File: src/common/tbl_pkg.sv
// Constants, encodings and shared helpers for the table access pointer block.
// Assumes a single core clock domain and an external flash array port.
package tbl_pkg;

  localparam int PTR_W        = 22;
  localparam int LOW_W        = 21;
  localparam int CFG_BIT      = 21;
  localparam int ERASE_LSB    = 6;
  localparam int FLAG_DONE    = 4;
  localparam logic [7:0]  LATCH_RST = 8'h00;
  localparam logic [7:0]  FLAGS_RST = 8'h00;
  localparam logic [21:0] PTR_RST   = 22'h000000;

  // Pointer update variants encoded by the core with each table operation
  typedef enum logic [1:0] {
    UPD_NONE     = 2'h0,
    UPD_POST_INC = 2'h1,
    UPD_POST_DEC = 2'h2,
    UPD_PRE_INC  = 2'h3
  } ptr_upd_e;

  // Special-function register selector on the core's register port
  typedef enum logic [2:0] {
    SEL_LATCH = 3'h0,
    SEL_UPPER = 3'h1,
    SEL_HIGH  = 3'h2,
    SEL_LOW   = 3'h3,
    SEL_FLAGS = 3'h4
  } reg_sel_e;

  // Step the lower 21 bits only, never carrying into the top bit
  function automatic logic [21:0] ptr_step(input logic [21:0] p, input logic down);
    logic [20:0] lo;
    lo = down ? (p[20:0] - 21'h000001) : (p[20:0] + 21'h000001);
    ptr_step = {p[21], lo};
  endfunction : ptr_step

endpackage : tbl_pkg

File: src/hw/table_access_pointer.sv
// Table latch, 22-bit program pointer, holding block and write-complete flag.
// Assumes the core issues one operation at a time and waits on busy; the flash
// array answers reads in the cycle flash_rd is strobed and pulses nvm_op_done when done.
module table_access_pointer #(
  parameter int HOLD_BITS = 5
) (
  // Clock and reset
  input  wire  logic                   core_clk,
  input  wire  logic                   rst_n,
  // Core register port
  input  wire  logic                   reg_wr,
  input  wire  tbl_pkg::reg_sel_e      reg_sel,
  input  wire  logic [7:0]             reg_wdata,
  output logic [7:0]                   reg_rdata,
  // Core table operations
  input  wire  logic                   table_read_op,
  input  wire  logic                   table_write_op,
  input  wire  tbl_pkg::ptr_upd_e      op_upd,
  input  wire  logic                   nvm_write_start,
  input  wire  logic                   nvm_erase_start,
  output logic                         busy,
  // Flash array
  output logic                         flash_rd,
  output logic [21:0]                  flash_rd_addr,
  input  wire  logic [7:0]             flash_rd_data,
  output logic                         flash_wr,
  output logic                         flash_erase,
  output logic [21:0]                  flash_blk_addr,
  output logic [8*(2**HOLD_BITS)-1:0]  flash_wr_block,
  input  wire  logic                   nvm_op_done,
  // Flag output
  output logic                         nvm_write_done_flag
);
  import tbl_pkg::*;

  localparam int DEPTH = 2 ** HOLD_BITS;

  logic [7:0]  table_latch_byte_ff;
  logic [21:0] program_byte_pointer_ff;
  logic [7:0]  peripheral_flags_two_ff;
  logic [7:0]  hold_ff [DEPTH];
  logic        rd_pend_ff;
  logic        nvm_busy_ff;
  logic [21:0] rd_addr;

  ////////////////////////////////////////////////////////////////////////////
  // Register readback

  always_comb begin
    case (reg_sel)
      SEL_LATCH: reg_rdata = table_latch_byte_ff;
      SEL_UPPER: reg_rdata = {2'h0, program_byte_pointer_ff[21:16]};
      SEL_HIGH:  reg_rdata = program_byte_pointer_ff[15:8];
      SEL_LOW:   reg_rdata = program_byte_pointer_ff[7:0];
      SEL_FLAGS: reg_rdata = peripheral_flags_two_ff;
      default:   reg_rdata = 8'h00;
    endcase
  end

  assign busy = rd_pend_ff | nvm_busy_ff;

  ////////////////////////////////////////////////////////////////////////////
  // Pointer: byte writes and automatic updates

  // Pre-increment uses the stepped pointer for the access itself
  assign rd_addr = (op_upd == UPD_PRE_INC) ? ptr_step(program_byte_pointer_ff, 1'b0)
                                           : program_byte_pointer_ff;

  always_ff @(posedge core_clk or negedge rst_n) begin
    if (!rst_n) begin
      program_byte_pointer_ff <= PTR_RST;
    end else if ((table_read_op || table_write_op) && !busy) begin
      case (op_upd)
        UPD_NONE:     program_byte_pointer_ff <= program_byte_pointer_ff;
        UPD_POST_DEC: program_byte_pointer_ff <= ptr_step(program_byte_pointer_ff, 1'b1);
        default:      program_byte_pointer_ff <= ptr_step(program_byte_pointer_ff, 1'b0);
      endcase
    end else if (reg_wr) begin
      case (reg_sel)
        SEL_UPPER: program_byte_pointer_ff[21:16] <= reg_wdata[5:0];
        SEL_HIGH:  program_byte_pointer_ff[15:8]  <= reg_wdata;
        SEL_LOW:   program_byte_pointer_ff[7:0]   <= reg_wdata;
        default:   program_byte_pointer_ff <= program_byte_pointer_ff;
      endcase
    end
  end

  ////////////////////////////////////////////////////////////////////////////
  // Table read: full 22-bit address, top bit picks configuration space

  always_ff @(posedge core_clk or negedge rst_n) begin
    if (!rst_n) begin
      rd_pend_ff    <= 1'b0;
      flash_rd      <= 1'b0;
      flash_rd_addr <= PTR_RST;
    end else begin
      flash_rd   <= table_read_op && !busy;
      rd_pend_ff <= table_read_op && !busy;
      if (table_read_op && !busy) begin
        flash_rd_addr <= rd_addr;
      end
    end
  end

  always_ff @(posedge core_clk or negedge rst_n) begin
    if (!rst_n) begin
      table_latch_byte_ff <= LATCH_RST;
    end else if (rd_pend_ff) begin
      table_latch_byte_ff <= flash_rd_data;
    end else if (reg_wr && reg_sel == SEL_LATCH) begin
      table_latch_byte_ff <= reg_wdata;
    end
  end

  ////////////////////////////////////////////////////////////////////////////
  // Table write into holding block; flash untouched

  always_ff @(posedge core_clk) begin
    if (table_write_op && !busy) begin
      hold_ff[rd_addr[HOLD_BITS-1:0]] <= table_latch_byte_ff;
    end
  end

  always_comb begin
    for (int i = 0; i < DEPTH; i++) begin
      flash_wr_block[8*i +: 8] = hold_ff[i];
    end
  end

  ////////////////////////////////////////////////////////////////////////////
  // Block write and erase

  always_ff @(posedge core_clk or negedge rst_n) begin
    if (!rst_n) begin
      nvm_busy_ff    <= 1'b0;
      flash_wr       <= 1'b0;
      flash_erase    <= 1'b0;
      flash_blk_addr <= PTR_RST;
    end else begin
      flash_wr    <= 1'b0;
      flash_erase <= 1'b0;
      if (!busy && nvm_erase_start) begin
        flash_erase    <= 1'b1;
        nvm_busy_ff    <= 1'b1;
        flash_blk_addr <= {program_byte_pointer_ff[21:ERASE_LSB], 6'h00};
      end else if (!busy && nvm_write_start) begin
        flash_wr       <= 1'b1;
        nvm_busy_ff    <= 1'b1;
        flash_blk_addr <= {program_byte_pointer_ff[21:HOLD_BITS], {HOLD_BITS{1'b0}}};
      end else if (nvm_op_done) begin
        nvm_busy_ff <= 1'b0;
      end
    end
  end

  ////////////////////////////////////////////////////////////////////////////
  // Flags register; hardware set wins over software clear

  always_ff @(posedge core_clk or negedge rst_n) begin
    if (!rst_n) begin
      peripheral_flags_two_ff <= FLAGS_RST;
    end else begin
      if (reg_wr && reg_sel == SEL_FLAGS) begin
        peripheral_flags_two_ff <= reg_wdata;
      end
      if (nvm_busy_ff && nvm_op_done) begin
        peripheral_flags_two_ff[FLAG_DONE] <= 1'b1;
      end
    end
  end

  assign nvm_write_done_flag = peripheral_flags_two_ff[FLAG_DONE];
endmodule : table_access_pointer

File: config.mk
export PLATFORM = sky130hd
export DESIGN_NAME = table_access_pointer
export DESIGN_NICKNAME = d
export VERILOG_FILES = /design/src/common/tbl_pkg.sv /design/src/hw/table_access_pointer.sv
export SDC_FILE = /design/constraint.sdc
export NUM_CORES = 1
export LEC_CHECK = 0
export ABC_AREA = 1
export BUFFER_PORTS_ARGS = -buffer_cell sky130_fd_sc_hd__buf_2
export CAP_MARGIN = 20
export CORE_ASPECT_RATIO = 2
export CORE_MARGIN = 8
export CORE_UTILIZATION = 53
export DETAILED_ROUTE_END_ITERATION = 16
export PLACE_DENSITY_LB_ADDON = 0.08
export SKIP_CTS_REPAIR_TIMING = 1
export SYNTH_ARGS = -nofsm -noshare
export SYNTH_HDL_FRONTEND = slang
export SYNTH_SLANG_ARGS = --single-unit
File: constraint.sdc
create_clock -name core_clk -period 2.8 [get_ports core_clk]
set_input_delay 0.56 -clock core_clk [delete_from_list [all_inputs] [get_ports core_clk]]
set_output_delay 0.56 -clock core_clk [all_outputs]
set_load 0.005 [all_outputs]
== Yosys cells after proc, flatten, opt, wreduce, memory -nomap -nowiden ==
Memories as Yosys holds them, arrays and structs flattened.
Index checks and enable logic that the tools add are counted.
Word-level totals
  input port bits: 29
  flip-flop bits (word level): 86
  RAM bits: 256
  memories kept: 1
  word-level logic and storage cells: 71
  output and inout port bits: 313
Memories
  hold_ff: depth 32, width 8, read ports 32, clocked after Yosys merged registers in 0, wr ports 1, line table_access_pointer.sv:41  | logic [7:0] hold_ff [DEPTH];
Operators by class
  $add $sub $neg: 2
  multiplexer cells: 22
  bitwise logic cells: 2
  eq/ne operators: 7
  reduce and logical (&&, ||, !) cells: 24
Operator list (count)
  $mux W22: 4
  $pmux W21 S2: 1
  $pmux W8 S5: 1
  $mux W8: 4
  $add A21 B1 Y21 const B: 1
  $mux W21: 1
  $sub A21 B1 Y21 const B: 1
  $reduce_bool A2 Y1: 7
  $reduce_and A3 Y1: 4
  $mux W1: 9
  $logic_and A1 B1 Y1: 8
  $eq A3 B2 Y1 const B: 2
  $mux W6: 1
  $mux W5: 1
  $eq A2 B2 Y1 const B: 2
  $eq A3 B1 Y1 const B: 1
  $eq A3 B3 Y1 const B: 1
  $logic_not A3 Y1: 1
  $reduce_bool A3 Y1: 1
  $logic_not A2 Y1: 1
  $ne A2 B2 Y1 const B: 1
  $logic_not A1 Y1: 1
  $logic_or A1 B1 Y1: 1
  $not A1 Y1: 1
  $or A1 B1 Y1: 1

== Depth between registers and ports, before layout ==
  depth in word-level cells: 5
  gate-level depth with buffers: 12
  gate-level depth less buffers: 11

== Least setup slack after synthesis ==
No wires, ideal clock.
  path kind: register to register
  start: register program_byte_pointer_ff[0]
  end: memory hold_ff[0][0], enable pin
  setup slack: 0.600 ns
  data arrival time: 1.830 ns
  data required time: 2.430 ns
  cell stages (with the launch flop): 6
  period minus slack after synthesis: 2.200 ns
  path through: dfrtp_1 -> inv_1 -> ha_1 -> o21ai_0 -> nand3_1 -> nor2_1
On the way
  longest elaborated chain between the ends: 2
Ends and longest elaborated chain
  start, declared: line table_access_pointer.sv:39  | logic [21:0] program_byte_pointer_ff;
  start signal, assigned: line table_access_pointer.sv:74  | UPD_NONE: program_byte_pointer_ff <= program_byte_pointer_ff;
  start signal, assigned: line table_access_pointer.sv:75  | UPD_POST_DEC: program_byte_pointer_ff <= ptr_step(program_byte_pointer_ff, 1'b1);
  start signal, assigned: line table_access_pointer.sv:76  | default: program_byte_pointer_ff <= ptr_step(program_byte_pointer_ff, 1'b0);
  $add A21 B1 Y21: line tbl_pkg.sv:34  | lo = down ? (p[20:0] - 21'h000001) : (p[20:0] + 21'h000001);
  $mux W21 *: line table_access_pointer.sv:66  | assign rd_addr = (op_upd == UPD_PRE_INC) ? ptr_step(program_byte_pointer_ff, 1'b0)
  end, declared: line table_access_pointer.sv:41
Mark *: on every way between the ends. The rest lies on a longest branch, timed or not.

== Final worst setup path ==
  start: register program_byte_pointer_ff[9]
  end: output port reg_rdata[1]
On the way
  longest elaborated chain between the ends: 1
Ends and longest elaborated chain
  $pmux W8 S5: line table_access_pointer.sv:50  | case (reg_sel)
  end, declared: line table_access_pointer.sv:14  | output logic [7:0] reg_rdata,
Every way passes these cells.

==> impl_metrics.env <==
export IMPL_h_tree_depth=1
export IMPL_fillers=1859
export IMPL_power_share_clock_pct=28.0
export IMPL_synth_edff_count=256
export IMPL_synth_seq_cells=337
export IMPL_slew_headroom_pct=50.43
export IMPL_worstPathMaxFanout=8
export IMPL_die_w_um=126.4
export IMPL_hp_class="in2reg"
export IMPL_avgRoutedWirePerCell_um=23.99
export IMPL_ant_nets=0
export IMPL_wl_met1_um=15650
export IMPL_hold_viol_final=0
export IMPL_grt_pass1_vias=9581
export IMPL_core_um2=24220
export IMPL_clk_latency_ns=0.58
export IMPL_internal_power_w=0.01034
export IMPL_fin_area_um2=16260
export IMPL_ys_flop_type="edfxtp_1"
export IMPL_grt_start_max_net_pins=41
export IMPL_area_growth_pct=25.79
export IMPL_maxCapViolations=0
export IMPL_ir_drop_mv=0.6457
export IMPL_clockBufferDepth=3
export IMPL_wl_um=41350
export IMPL_combPwrFrac_pct=26.4
export IMPL_placed_area_um2=15170
export IMPL_fin_cells=1724
export IMPL_period_share_pct=95.08
export IMPL_drive_gt1_share_pct=32.22
export IMPL_critPathArrivalTime_ns=2.10
export IMPL_wl_met2_um=20580
export IMPL_syn_area_um2=12920
export IMPL_power_frac_seq_pct=45.7
export IMPL_cp_end_kind="primary output"
export IMPL_root_buffer="clkbuf_16"
export IMPL_cts_inserted_buffers=29
export IMPL_fin_worst_skew_ns=0.02735
export IMPL_setup_viol=0
export IMPL_drcViolationCount=0
export IMPL_initial_core_util_pct=53.35
export IMPL_row_count=81
export IMPL_wl_met3_um=3846
export IMPL_netlist_instances=1026
export IMPL_track_usage_pct=27.10
export IMPL_clkSinkCount=337
export IMPL_grt_overflow_total=0
export IMPL_start_kind="flip-flop"
export IMPL_dp_cells=1669
export IMPL_antenna_found_initial=0
export IMPL_synth_warnings=0
export IMPL_whs_ns=0.1998
export IMPL_synth_distinct_cells=38
export IMPL_slew_violations=0
export IMPL_syn_area_per_cell_um2=12.59
export IMPL_power_switching_w=0.005477
export IMPL_n_antenna_cell=0
export IMPL_fin_crit_ns=2.662
export IMPL_die_area_um2=29940
export IMPL_slowest_stage="dfrtp_1"
export IMPL_max_stage_delay_ns=0.47
export IMPL_ys_seq_area_share_pct=75.17
export IMPL_place_hpwl_um=29750
export IMPL_cts_tree="built"
export IMPL_crit_required_ns=2.24
export IMPL_p_per_area_nw_per_um2=972.8
export IMPL_clkTransAtPathRegs_ns=0.07
export IMPL_worst_pin_slew_ns=0.7408
export IMPL_vias_per_cell=5.552
export IMPL_nNetsFinal=1442
export IMPL_power_leakage_nw=6.859
export IMPL_layout_core_utilization_pct=67.11
export IMPL_status="completed"
export IMPL_chipHeight_um=236.8
export IMPL_drtPass1Iterations=5
export IMPL_grt_first_pass_wirelength_um=60540
export IMPL_worstPathCellList="inv_1, o21ai_0, a21oi_1, o221ai_2, buf_2"
export IMPL_fmax_mhz=375.6
export IMPL_async_flop_share_pct=24.04
export IMPL_drt_iter0_drc=790
export IMPL_routabilityCongestion=0.9516
export IMPL_vias=9571
export IMPL_numPortBuffers=336
export IMPL_critPathKind="reg2out"
export IMPL_io_pins=342
export IMPL_switching_share_pct=34.63
export IMPL_top_layer="met4"
[power groups by stage]
stage / logic (W) / registers (W) / clock network (W)
after floorplan: 0.00216 / 0.00726 / 0
after global placement: 0.00412 / 0.00729 / 0
after detailed placement: 0.00414 / 0.00730 / 0
after CTS: 0.00416 / 0.00720 / 0.00448
after global routing: 0.00456 / 0.00730 / 0.00465
final: 0.00417 / 0.00722 / 0.00442
[per-stage QoR]
stage,total power (W),setup WS [ns],setup TNS (ns)
6_report,0.01581,0.1377,0
5_1_grt,0.01651,-0.03226,-0.3443
4_1_cts,0.01585,-0.1286,-0.1286
3_5_place_dp,0.01144,0.1907,0
3_3_place_gp,0.01140,0.1939,0
2_1_floorplan,0.009428,0.5998,0
[registers in the layout, indices dropped and copies added, names as in the netlist]
| register | flops |
|---|---|
| table_latch_byte_ff | 8 |
| peripheral_flags_two_ff | 8 |
| rd_pend_ff | 1 |
| flash_erase | 1 |
| nvm_busy_ff | 1 |
| flash_wr | 1 |
| flash_blk_addr | 17 |
| program_byte_pointer_ff | 22 |
| flash_rd_addr | 22 |
| hold_ff | 256 |
[layer usage]
metal,up-vias,GRT usage (%)
met5,-,0
met4,0,9.835
met3,65,7.075
met2,466,46.06
met1,4712,32.40
li1,4328,-
[area by class of cell]
| cell class | count | area, um^2 | share of cell area, % |
|---|---|---|---|
| clock buffer | 32 | 737.0 | 4.534 |
| clock inverter | 22 | 321.6 | 1.978 |
| inverter | 77 | 289.0 | 1.778 |
| multi-input combinational | 577 | 2746 | 16.89 |
| sequential | 337 | 9714 | 59.76 |
| tap | 290 | 362.8 | 2.232 |
| timing repair buffer | 389 | 2085 | 12.82 |
[kinds of logic after synthesis]
kind of cell | synth area share (%)
other cells | 0.02902
buf+inv | 3.883
flops | 75.17
simple gates | 13.55
compound gates | 6.294
xor+xnor | 0.8811
fa+ha+maj | 0.1936
[Yosys cell counts (12+ instances only)]
cell      count  area share, %
dfrtp_1      81             16
o21ai_0      55            2.1
buf_2        13           0.50
nor2_1      133            3.9
edfxtp_1    256             59
inv_1        73            2.1
clkbuf_1     14           0.41
nand2_1     198            5.8
xor2_1       12           0.81
nand3_1      65            2.5
a21oi_1      28            1.1
nand4_1      12           0.58
[path summary, 6_finish.rpt]
check                                                             from                              to  slack, ns  cells past startpoint
worst min register to register          flash_blk_addr[21]$_DFFE_PN0P_  flash_blk_addr[21]$_DFFE_PN0P_       0.48                      2
max in group asynchronous                                        rst_n         nvm_busy_ff$_DFFE_PN0P_       1.57                      3
worst max register to register  program_byte_pointer_ff[0]$_DFFE_PN0P_         hold_ff[6][2]$_DFFE_PP_       0.15                      8
worst max-delay path            program_byte_pointer_ff[9]$_DFFE_PN0P_                    reg_rdata[1]       0.14                      5
worst min-delay path                                       nvm_op_done         nvm_busy_ff$_DFFE_PN0P_       0.20                      2
min in group asynchronous                                        rst_n  flash_blk_addr[14]$_DFFE_PN0P_       0.50                      2
[worst max-delay path, delay by kind of cell (launching register included)]
kind	cells	cell delay (ns)
buf+inv	2	0.37
flops	1	0.47
compound gates	3	0.68
[cells in the final DEF (no fill, tap or decap), types with 4 or more instances in the layout]
cell type	n
o311ai_0	5
buf_2	335
nand4_1	12
xor2_1	12
nand3_1	65
bufinv_16	7
o21ai_0	55
o221ai_1	4
buf_4	53
nor2_2	7
conb_1	5
edfxtp_1	256
nand2_1	198
clkinvlp_4	4
a22oi_1	10
a21oi_1	28
o211ai_1	10
inv_2	4
clkbuf_16	29
inv_1	73
nor2_1	132
o21ai_1	5
dfrtp_1	81
(Power assumes the default switching activity.)
